## config.mk

```make
export PLATFORM = sky130hd
export DESIGN_NAME = isbdr_regs
export DESIGN_NICKNAME = d
export VERILOG_FILES = /design/src/hw/isbdr_pkg.sv /design/src/hw/isbdr_regs.sv
export SDC_FILE = /design/constraint.sdc
export NUM_CORES = 1
export LEC_CHECK = 0
export BUFFER_PORTS_ARGS = -buffer_cell sky130_fd_sc_hd__buf_4
export CORE_MARGIN = 2
export CORE_UTILIZATION = 25
export CTS_CLUSTER_DIAMETER = 50
export DETAILED_ROUTE_END_ITERATION = 8
export HOLD_SLACK_MARGIN = 0.05
export PLACE_DENSITY = 0.5
export REMOVE_ABC_BUFFERS = 1
export SYNTH_ARGS = -nofsm -noshare
export SYNTH_HDL_FRONTEND = slang
export SYNTH_SLANG_ARGS = --single-unit
```

## constraint.sdc

```tcl
create_clock -name clk -period 9.4 [get_ports clk]
set_clock_uncertainty 0.2 [all_clocks]
set_input_delay 0.94 -clock clk [delete_from_list [all_inputs] [get_ports clk]]
set_output_delay 0.94 -clock clk [all_outputs]
set_load 0.05 [all_outputs]
```

## src/hw/isbdr_pkg.sv

```systemverilog
// isbdr_pkg: shared constants, types and lookups for the infrared serial
// data / baud / infrared-control register block.
// assumes a 32-bit APB master and an 8-bit register window on paddr[7:0].
package isbdr_pkg;

  // ----------------------------------------------------------------------
  // register map (byte addresses)
  // ----------------------------------------------------------------------
  localparam logic [7:0] ADDR_DATA   = 8'h00;
  localparam logic [7:0] ADDR_BAUD   = 8'h04;
  localparam logic [7:0] ADDR_IRCTL  = 8'h08;
  localparam logic [7:0] ADDR_STATUS = 8'h0C;

  // ----------------------------------------------------------------------
  // field positions
  // ----------------------------------------------------------------------
  localparam int BAUD_SRC_BIT  = 6;
  localparam int BAUD_PRE_LSB  = 4;
  localparam int BAUD_RATE_LSB = 0;
  localparam int IR_EN_BIT     = 0;
  localparam int IR_PULSE_LSB  = 1;
  localparam int ST_TE_BIT     = 7;
  localparam int ST_RF_BIT     = 5;

  // ----------------------------------------------------------------------
  // reset values and counts
  // ----------------------------------------------------------------------
  localparam logic       SRC_RESET   = 1'b0;
  localparam logic [1:0] PRE_RESET   = 2'h0;
  localparam logic [2:0] RATE_RESET  = 3'h0;
  localparam logic       INFRARED_ENABLE_RESET  = 1'b0;
  localparam logic [1:0] PULSE_RESET = 2'h0;
  localparam logic       TE_RESET    = 1'b1;
  localparam logic       RF_RESET    = 1'b0;
  localparam logic [4:0] SAMPLES_PER_BIT = 5'h10;
  localparam logic [3:0] PD_CODE0 = 4'h1;
  localparam logic [3:0] PD_CODE1 = 4'h3;
  localparam logic [3:0] PD_CODE2 = 4'h4;
  localparam logic [3:0] PD_CODE3 = 4'hD;
  localparam logic [1:0] PULSE_3_16 = 2'h0;
  localparam logic [1:0] PULSE_1_16 = 2'h1;
  localparam logic [13:0] PULSE_MIN = 14'h0001;

  // ----------------------------------------------------------------------
  // carriers
  // ----------------------------------------------------------------------
  typedef struct packed {
    logic        psel;
    logic        penable;
    logic        pwrite;
    logic [7:0]  paddr;
    logic [31:0] pwdata;
  } isbdr_apb_req_t;

  typedef struct packed {
    logic [31:0] prdata;
    logic        pready;
    logic        pslverr;
  } isbdr_apb_rsp_t;

  typedef struct packed {
    logic [7:0]  rx_data;
    logic [7:0]  tx_data;
    logic        src_sel;
    logic [1:0]  pre_code;
    logic [2:0]  rate_code;
    logic        ir_en;
    logic [1:0]  pulse_code;
    logic        te_flag;
    logic        te_armed;
    logic        rf_flag;
    logic        rf_armed;
    logic [3:0]  pre_cnt;
    logic [6:0]  rate_cnt;
    logic        tick;
    logic [13:0] pulse_cnt;
    logic [4:0]  rx_cnt;
    logic        xs1;
    logic        xs2;
    logic        xs3;
    logic        rs1;
    logic        rs2;
    logic        rs3;
    logic        txd_pin;
    logic        rxd;
    logic [31:0] prdata;
  } isbdr_state_t;

  // ----------------------------------------------------------------------
  // lookups
  // ----------------------------------------------------------------------
  function automatic logic [3:0] isbdr_pd(input logic [1:0] code);
    logic [3:0] v;
    v = PD_CODE0;
    if (code == 2'h1) v = PD_CODE1;
    else if (code == 2'h2) v = PD_CODE2;
    else if (code == 2'h3) v = PD_CODE3;
    return v;
  endfunction : isbdr_pd

  // source ticks per sample tick: prescale divisor times rate divisor
  function automatic logic [10:0] isbdr_base(input logic [1:0] pc,
                                             input logic [2:0] rc);
    logic [7:0] bd;
    bd = 8'h01 << rc;
    // widen both factors first: 13 * 128 does not fit in eight bits
    return 11'(isbdr_pd(pc)) * 11'(bd);
  endfunction : isbdr_base

  // narrow pulse length in source ticks
  function automatic logic [13:0] isbdr_len(input logic [10:0] base,
                                            input logic [1:0]  code);
    logic [13:0] v;
    v = 14'(base >> 1);
    if (code == PULSE_3_16) v = 14'(base * 3);
    else if (code == PULSE_1_16) v = 14'(base);
    if (v == 14'h0000) v = PULSE_MIN;
    return v;
  endfunction : isbdr_len

endpackage : isbdr_pkg

```

## src/hw/isbdr_regs.sv

```systemverilog
// isbdr_regs: serial data buffer, baud rate generator and infrared
// encode/decode stage with an APB register port.
// assumes the framer/shifters sit on the same clock and the crystal clock
// and infrared receive pin are asynchronous.
//
// The placing of the registers and the APB slave port were chosen for this implementation.
`timescale 1ns/1ns
module isbdr_regs
  import isbdr_pkg::*;
(
  input  wire logic                      clk,
  input  wire logic                      reset,
  input  wire isbdr_pkg::isbdr_apb_req_t apb_req,
  output isbdr_pkg::isbdr_apb_rsp_t      apb_rsp,
  input  wire logic                      crystal_derived_clock,
  input  wire logic                      tx_take,
  output logic [7:0]                     tx_byte,
  output logic                           tx_pending,
  input  wire logic                      rx_load,
  input  wire logic [7:0]                rx_byte_in,
  input  wire logic                      txd_raw,
  input  wire logic                      tx_bit_strobe,
  output logic                           txd_pin,
  input  wire logic                      ir_rx_pin,
  output logic                           rxd_decoded,
  output logic                           sample_tick
);
  import isbdr_pkg::*;

  isbdr_state_t q;
  isbdr_state_t d;
  logic         setup;
  logic         access;
  logic         hit_data;
  logic         hit_baud;
  logic         hit_ir;
  logic         hit_stat;
  logic         src_tick;
  logic         wrap;
  logic         baud_wr;
  logic         start;
  logic [10:0]  base;
  logic [3:0]   pd;
  logic [7:0]   bd;
  logic [7:0]   status;

  // ----------------------------------------------------------------------
  // bus decode
  // ----------------------------------------------------------------------
  // zero wait states: data is latched in setup, answered in access
  assign setup    = apb_req.psel & ~apb_req.penable;
  assign access   = apb_req.psel & apb_req.penable;
  assign hit_data = (apb_req.paddr == ADDR_DATA);
  assign hit_baud = (apb_req.paddr == ADDR_BAUD);
  assign hit_ir   = (apb_req.paddr == ADDR_IRCTL);
  assign hit_stat = (apb_req.paddr == ADDR_STATUS);
  assign baud_wr  = access & apb_req.pwrite & hit_baud;
  assign status   = {q.te_flag, 1'b0, q.rf_flag, 5'h00};

  // ----------------------------------------------------------------------
  // baud arithmetic
  // ----------------------------------------------------------------------
  // crystal ticks are edges of the re-synchronised clock, so that source
  // only works while it is slower than half the bus clock
  assign src_tick = q.src_sel ? 1'b1 : (q.xs2 & ~q.xs3);
  assign pd       = isbdr_pd(q.pre_code);
  assign bd       = 8'h01 << q.rate_code;
  assign base     = isbdr_base(q.pre_code, q.rate_code);
  assign wrap     = src_tick & (q.pre_cnt == pd - 4'h1)
                  & (q.rate_cnt == 7'(bd - 8'h01));
  assign start    = tx_bit_strobe & ~txd_raw & q.ir_en;

  // ----------------------------------------------------------------------
  // next state
  // ----------------------------------------------------------------------
  always_comb
  begin
    d = q;
    d.tick = 1'b0;
    // synchronisers: first stage is read only by the second
    d.xs1 = crystal_derived_clock;
    d.xs2 = q.xs1;
    d.xs3 = q.xs2;
    d.rs1 = ir_rx_pin;
    d.rs2 = q.rs1;
    d.rs3 = q.rs2;

    // read data is captured in the setup cycle
    if (setup)
    begin
      d.prdata = 32'h0000_0000;
      if (hit_data)
        d.prdata = {24'h00_0000, q.rx_data};
      else if (hit_baud)
        d.prdata = {24'h00_0000, 1'b0, q.src_sel, q.pre_code, 1'b0,
                    q.rate_code};
      else if (hit_ir)
        d.prdata = {24'h00_0000, 5'h00, q.pulse_code, q.ir_en};
      else if (hit_stat)
        d.prdata = {24'h00_0000, status};
    end

    // register writes and read side effects take place at the access edge
    if (access && apb_req.pwrite)
    begin
      if (hit_data)
      begin
        d.tx_data = apb_req.pwdata[7:0];
        if (q.te_armed)
          d.te_flag = 1'b0;
        d.te_armed = 1'b0;
      end
      else if (hit_baud)
      begin
        d.src_sel   = apb_req.pwdata[BAUD_SRC_BIT];
        d.pre_code  = apb_req.pwdata[BAUD_PRE_LSB +: 2];
        d.rate_code = apb_req.pwdata[BAUD_RATE_LSB +: 3];
      end
      else if (hit_ir)
      begin
        d.ir_en      = apb_req.pwdata[IR_EN_BIT];
        d.pulse_code = apb_req.pwdata[IR_PULSE_LSB +: 2];
      end
    end
    else if (access)
    begin
      if (hit_stat)
      begin
        d.te_armed = q.te_flag;
        d.rf_armed = q.rf_flag;
      end
      else if (hit_data)
      begin
        if (q.rf_armed)
          d.rf_flag = 1'b0;
        d.rf_armed = 1'b0;
      end
    end

    // hardware set beats a clear in the same cycle
    if (tx_take)
      d.te_flag = 1'b1;
    if (rx_load)
    begin
      d.rx_data = rx_byte_in;
      d.rf_flag = 1'b1;
    end

    // baud chain: prescaler then power-of-two stage, one tick for both
    // directions; a new setting restarts the chain
    if (baud_wr)
    begin
      d.pre_cnt  = 4'h0;
      d.rate_cnt = 7'h00;
    end
    else if (src_tick)
    begin
      if (q.pre_cnt == pd - 4'h1)
      begin
        d.pre_cnt = 4'h0;
        if (wrap)
        begin
          d.rate_cnt = 7'h00;
          d.tick     = 1'b1;
        end
        else
          d.rate_cnt = q.rate_cnt + 7'h01;
      end
      else
        d.pre_cnt = q.pre_cnt + 4'h1;
    end

    // narrow pulse for every zero bit, length in source ticks
    if (start)
      d.pulse_cnt = isbdr_len(base, q.pulse_code);
    else if (src_tick && q.pulse_cnt != 14'h0000)
      d.pulse_cnt = q.pulse_cnt - 14'h0001;
    if (!q.ir_en)
      d.pulse_cnt = 14'h0000;

    // receive decode: a low pulse becomes a full low bit of 16 samples
    if (q.ir_en && q.rs3 && !q.rs2)
      d.rx_cnt = SAMPLES_PER_BIT;
    else if (q.tick && q.rx_cnt != 5'h00)
      d.rx_cnt = q.rx_cnt - 5'h01;
    if (!q.ir_en)
      d.rx_cnt = 5'h00;

    // pins: encoded while enabled, straight through while bypassed
    d.txd_pin = q.ir_en ? (d.pulse_cnt == 14'h0000) : txd_raw;
    d.rxd     = q.ir_en ? (d.rx_cnt == 5'h00) : q.rs2;

    if (reset)
    begin
      d            = '0;
      d.rx_data    = q.rx_data;
      d.tx_data    = q.tx_data;
      d.src_sel    = SRC_RESET;
      d.pre_code   = PRE_RESET;
      d.rate_code  = RATE_RESET;
      d.ir_en      = INFRARED_ENABLE_RESET;
      d.pulse_code = PULSE_RESET;
      d.te_flag    = TE_RESET;
      d.rf_flag    = RF_RESET;
      d.txd_pin    = 1'b1;
      d.rxd        = 1'b1;
    end
  end

  // single state register
  always_ff @(posedge clk)
  begin
    q <= d;
  end

  // ----------------------------------------------------------------------
  // outputs
  // ----------------------------------------------------------------------
  assign apb_rsp.prdata  = q.prdata;
  assign apb_rsp.pready  = access;
  assign apb_rsp.pslverr = access & ~(hit_data | hit_baud | hit_ir
                                      | hit_stat);
  assign tx_byte     = q.tx_data;
  assign tx_pending  = ~q.te_flag;
  assign txd_pin     = q.txd_pin;
  assign rxd_decoded = q.rxd;
  assign sample_tick = q.tick;

  // ----------------------------------------------------------------------
  // checks
  // ----------------------------------------------------------------------
  // source ticks since the last wrap, independent of the chain counters
  logic [10:0] per_cnt_q;
  always_ff @(posedge clk)
  begin
    if (reset || baud_wr || wrap)
      per_cnt_q <= 11'h000;
    else if (src_tick)
      per_cnt_q <= per_cnt_q + 11'h001;
  end
endmodule : isbdr_regs

```

==> impl_metrics.py <==
metrics = {
    "run_status": {
        "status": "finished, final reports clean",
    },
    "placed_design": {
        "port-buffer-count": 56,
        "dpl_cell_area_sq_um": 6510,
        "hpwl_mm": 11.5,
        "place_ws_ps": 2580,
        "gp_congestion": 0.817,
        "dp.cells": 1063,
    },
    "timing": {
        "worstMarginPinSlew_ps": 1140,
        "rsz0062_at_grt": "false",
        "hold_viol": 0,
        "setup_viol": 0,
        "min_period_ps": 6920,
        "hold_ws_ps": 247,
        "setup_slack_ps": 2480,
        "drv_slew": 0,
        "fin_setup_tns_ps": 0,
        "layout_worst_path_cycle_share": 0.737,
        "fmax_mhz": 144,
        "slew_headroom": 0.228,
    },
    "route": {
        "drt_wl_total_mm": 15.0,
        "viasPerCell": 4.75,
        "remaining_drc_errors": 0,
        "drt_iter0_drc": 311,
        "detail_route.wl_per_cell_microns": 13.9,
        "vias": 5120,
        "detail-route-antenna-nets": 0,
        "firstDrtPassIters": 5,
    },
    "critical_path": {
        "crit_arrival_ps": 6990,
        "crit_fanout": 7,
        "criticalPathCategory": "reg -> reg",
        "r2r_slack_ps": 2480,
        "critPathCaptureType": "flip-flop",
        "critPathLaunchType": "flip-flop",
        "critical_path_required_ps": 9470,
    },
    "synth": {
        "ys.flop_type": "dfxtp_1",
        "yosysTopAreaCell": "dfxtp_1",
        "synth-edff-count": 16,
        "synth.yosys.warnings": 0,
        "syn_area_per_cell_sq_um": 8.17,
        "synth.area.top_cells": "dfxtp_1 (20%), edfxtp_1 (8.0%), ha_1 (7.3%)",
        "ys_seq_area_frac": 0.280,
        "ys_types": 76,
        "ys_ff_latch": 76,
        "syn_inst": 736,
        "netlist_area_sq_um": 6010,
        "async_reset_ff_frac": 0,
        "synth.top_cell.area_share": 0.200,
    },
    "cts": {
        "cts-buffers-inserted": 9,
        "post_cts_buffers": 0,
        "htree_levels": 3,
        "clock_path_buffers": 2,
        "insertion_delay_ps": 330,
        "root_buffer": "clkbuf_16",
        "clk_pin_slew_worst_paths_ps": 60,
        "cts_tree": "yes",
        "holdBufCountCts": 0,
        "cts.sinks": 76,
        "ctsResizeCount": 0,
    },
    "pwr": {
        "p_total_mw": 0.762,
        "intPower_mw": 0.585,
        "switchingPower_mw": 0.177,
        "powerDensity_nw_per_um2": 112,
        "pwr-share-comb": 0.080,
        "p_sw_frac": 0.233,
        "seqPwrFrac": 0.447,
        "pwr-share-clk": 0.473,
        "peakVddDrop_uv": 72.5,
        "leakage_nw": 2.74,
    },
    "floorplan": {
        "die_y_microns": 159,
        "start_util": 0.255,
        "rows": 56,
        "core_area_sq_um": 23500,
        "io_pins": 105,
        "die_area_sq_um": 25300,
        "fp.dieW_microns": 159,
    },
    "global_route": {
        "grt-ovfl-total": 0,
        "grt_pass1_vias": 4789,
        "met3_usage": 0.0203,
        "grt_pass1_wl_mm": 24.7,
        "grt_use_total": 0.117,
        "grt_use_met2": 0.184,
        "grt_max_degree": 47,
        "antenna_found_initial": 0,
        "met1_usage": 0.170,
        "top_usage_layer": "met2",
    },
    "cells_and_area": {
        "area_delta_synth_final_pct": 13.4,
        "fin_cells": 1079,
        "final_core_util": 0.290,
        "layout-drive-gt1-share": 0.128,
        "seq_area_sq_um": 1680,
        "nNetsFinal": 862,
        "antenna_cells": 0,
        "multi_input_area_sq_um": 3830,
        "fin_area_sq_um": 6820,
        "fillerInstances": 2592,
    },
    "min_path": {
        "hp-class": "reg -> reg",
    },
    "flow_run": {
        "cap_violations": 0,
    },
}
## cell usage in the layout, fill, tap and decap left out, drive strengths merged, types with 11 or more instances in the layout
master,n
mux2i,20
nand3,24
conb,24
buf,58
dfxtp,60
nand2,41
xnor2,13
a211oi,11
nor2,94
nand2b,18
edfxtp,16
a21oi,35
xor2,17
o21ai,30
ha,35
inv,43
nor3,28
nor2b,21
fa,13
## Yosys cell counts (5+ instances only)
cell type	count
a211oi_1	8
a21oi_1	35
a22oi_1	6
and3_1	8
buf_4	41
clkbuf_1	27
dfxtp_1	60
edfxtp_1	16
fa_1	13
ha_1	35
inv_1	42
mux2i_1	20
nand2_1	41
nand2b_1	18
nand3_1	24
nand4_1	9
nor2_1	94
nor2b_1	21
nor3_1	28
nor4_1	10
o211ai_1	7
o21a_1	8
o21ai_0	27
o22ai_1	5
o311ai_0	5
o31ai_1	6
or2_2	6
xnor2_1	13
xor2_1	16
## cell type report
cell class / count / area share
clock inverter: 6 / 0.0116
inverter: 43 / 0.0237
clock buffer: 10 / 0.0336
multi-input combinational: 567 / 0.562
tap: 319 / 0.0585
sequential: 76 / 0.247
timing repair buffer: 58 / 0.0639
## cell families after synthesis
logic type                 share of synthesized area
AOI/OAI and AO/OA                              0.175
muxes                                         0.0408
and+or+nand+nor                                0.244
buffers and inverters                         0.0986
other                                       0.000623
DFF                                            0.280
adders and majority gates                      0.116
xor gates and xnor gates                      0.0449
## metal layers
metal  vias up  wire [microns]
met5         -               0
met4         0              40
met3         4             425
met2        92            6680
met1      2449            7890
li1       2575               -
## flip-flops by register name, summed over array words and instances, names as in the netlist
| name | cells |
|---|---|
| apb_rsp | 8 |
| q | 57 |
| rxd_decoded | 1 |
| sample_tick | 1 |
| tx_byte | 8 |
| txd_pin | 1 |
## worst max-delay path, cell delays in order (launching register included)
cell	delay, ps
dfxtp_1	430
inv_1	110
ha_1	270
or3_1	450
or2_2	340
fa_1	530
inv_1	60
fa_1	490
ha_1	320
a211oi_2	280
o21bai_1	200
o21bai_1	190
xor2_1	560
inv_1	180
ha_1	420
a21o_1	240
o21a_1	170
a311o_1	340
a32oi_1	270
o21ai_0	120
nor4_1	360
nand4_1	180
o21ai_1	150
## power by group through the flow
stage / Clock (mW) / Combinational [mW] / Sequential, mW
after floorplan: 0 / 0.0353 / 0.349
after global placement: 0 / 0.0608 / 0.348
after detailed placement: 0 / 0.0608 / 0.348
after CTS: 0.369 / 0.0610 / 0.341
after global routing: 0.382 / 0.0650 / 0.341
final: 0.360 / 0.0610 / 0.341
## final timing paths
kind,from,to,cells after the start
hold reg to reg,q[39],q[38],1
setup reg to reg,q[82],txd_pin,22
setup / recovery,q[82],txd_pin,22
hold / removal,q[39],q[38],1
(Power assumes the default switching activity.)
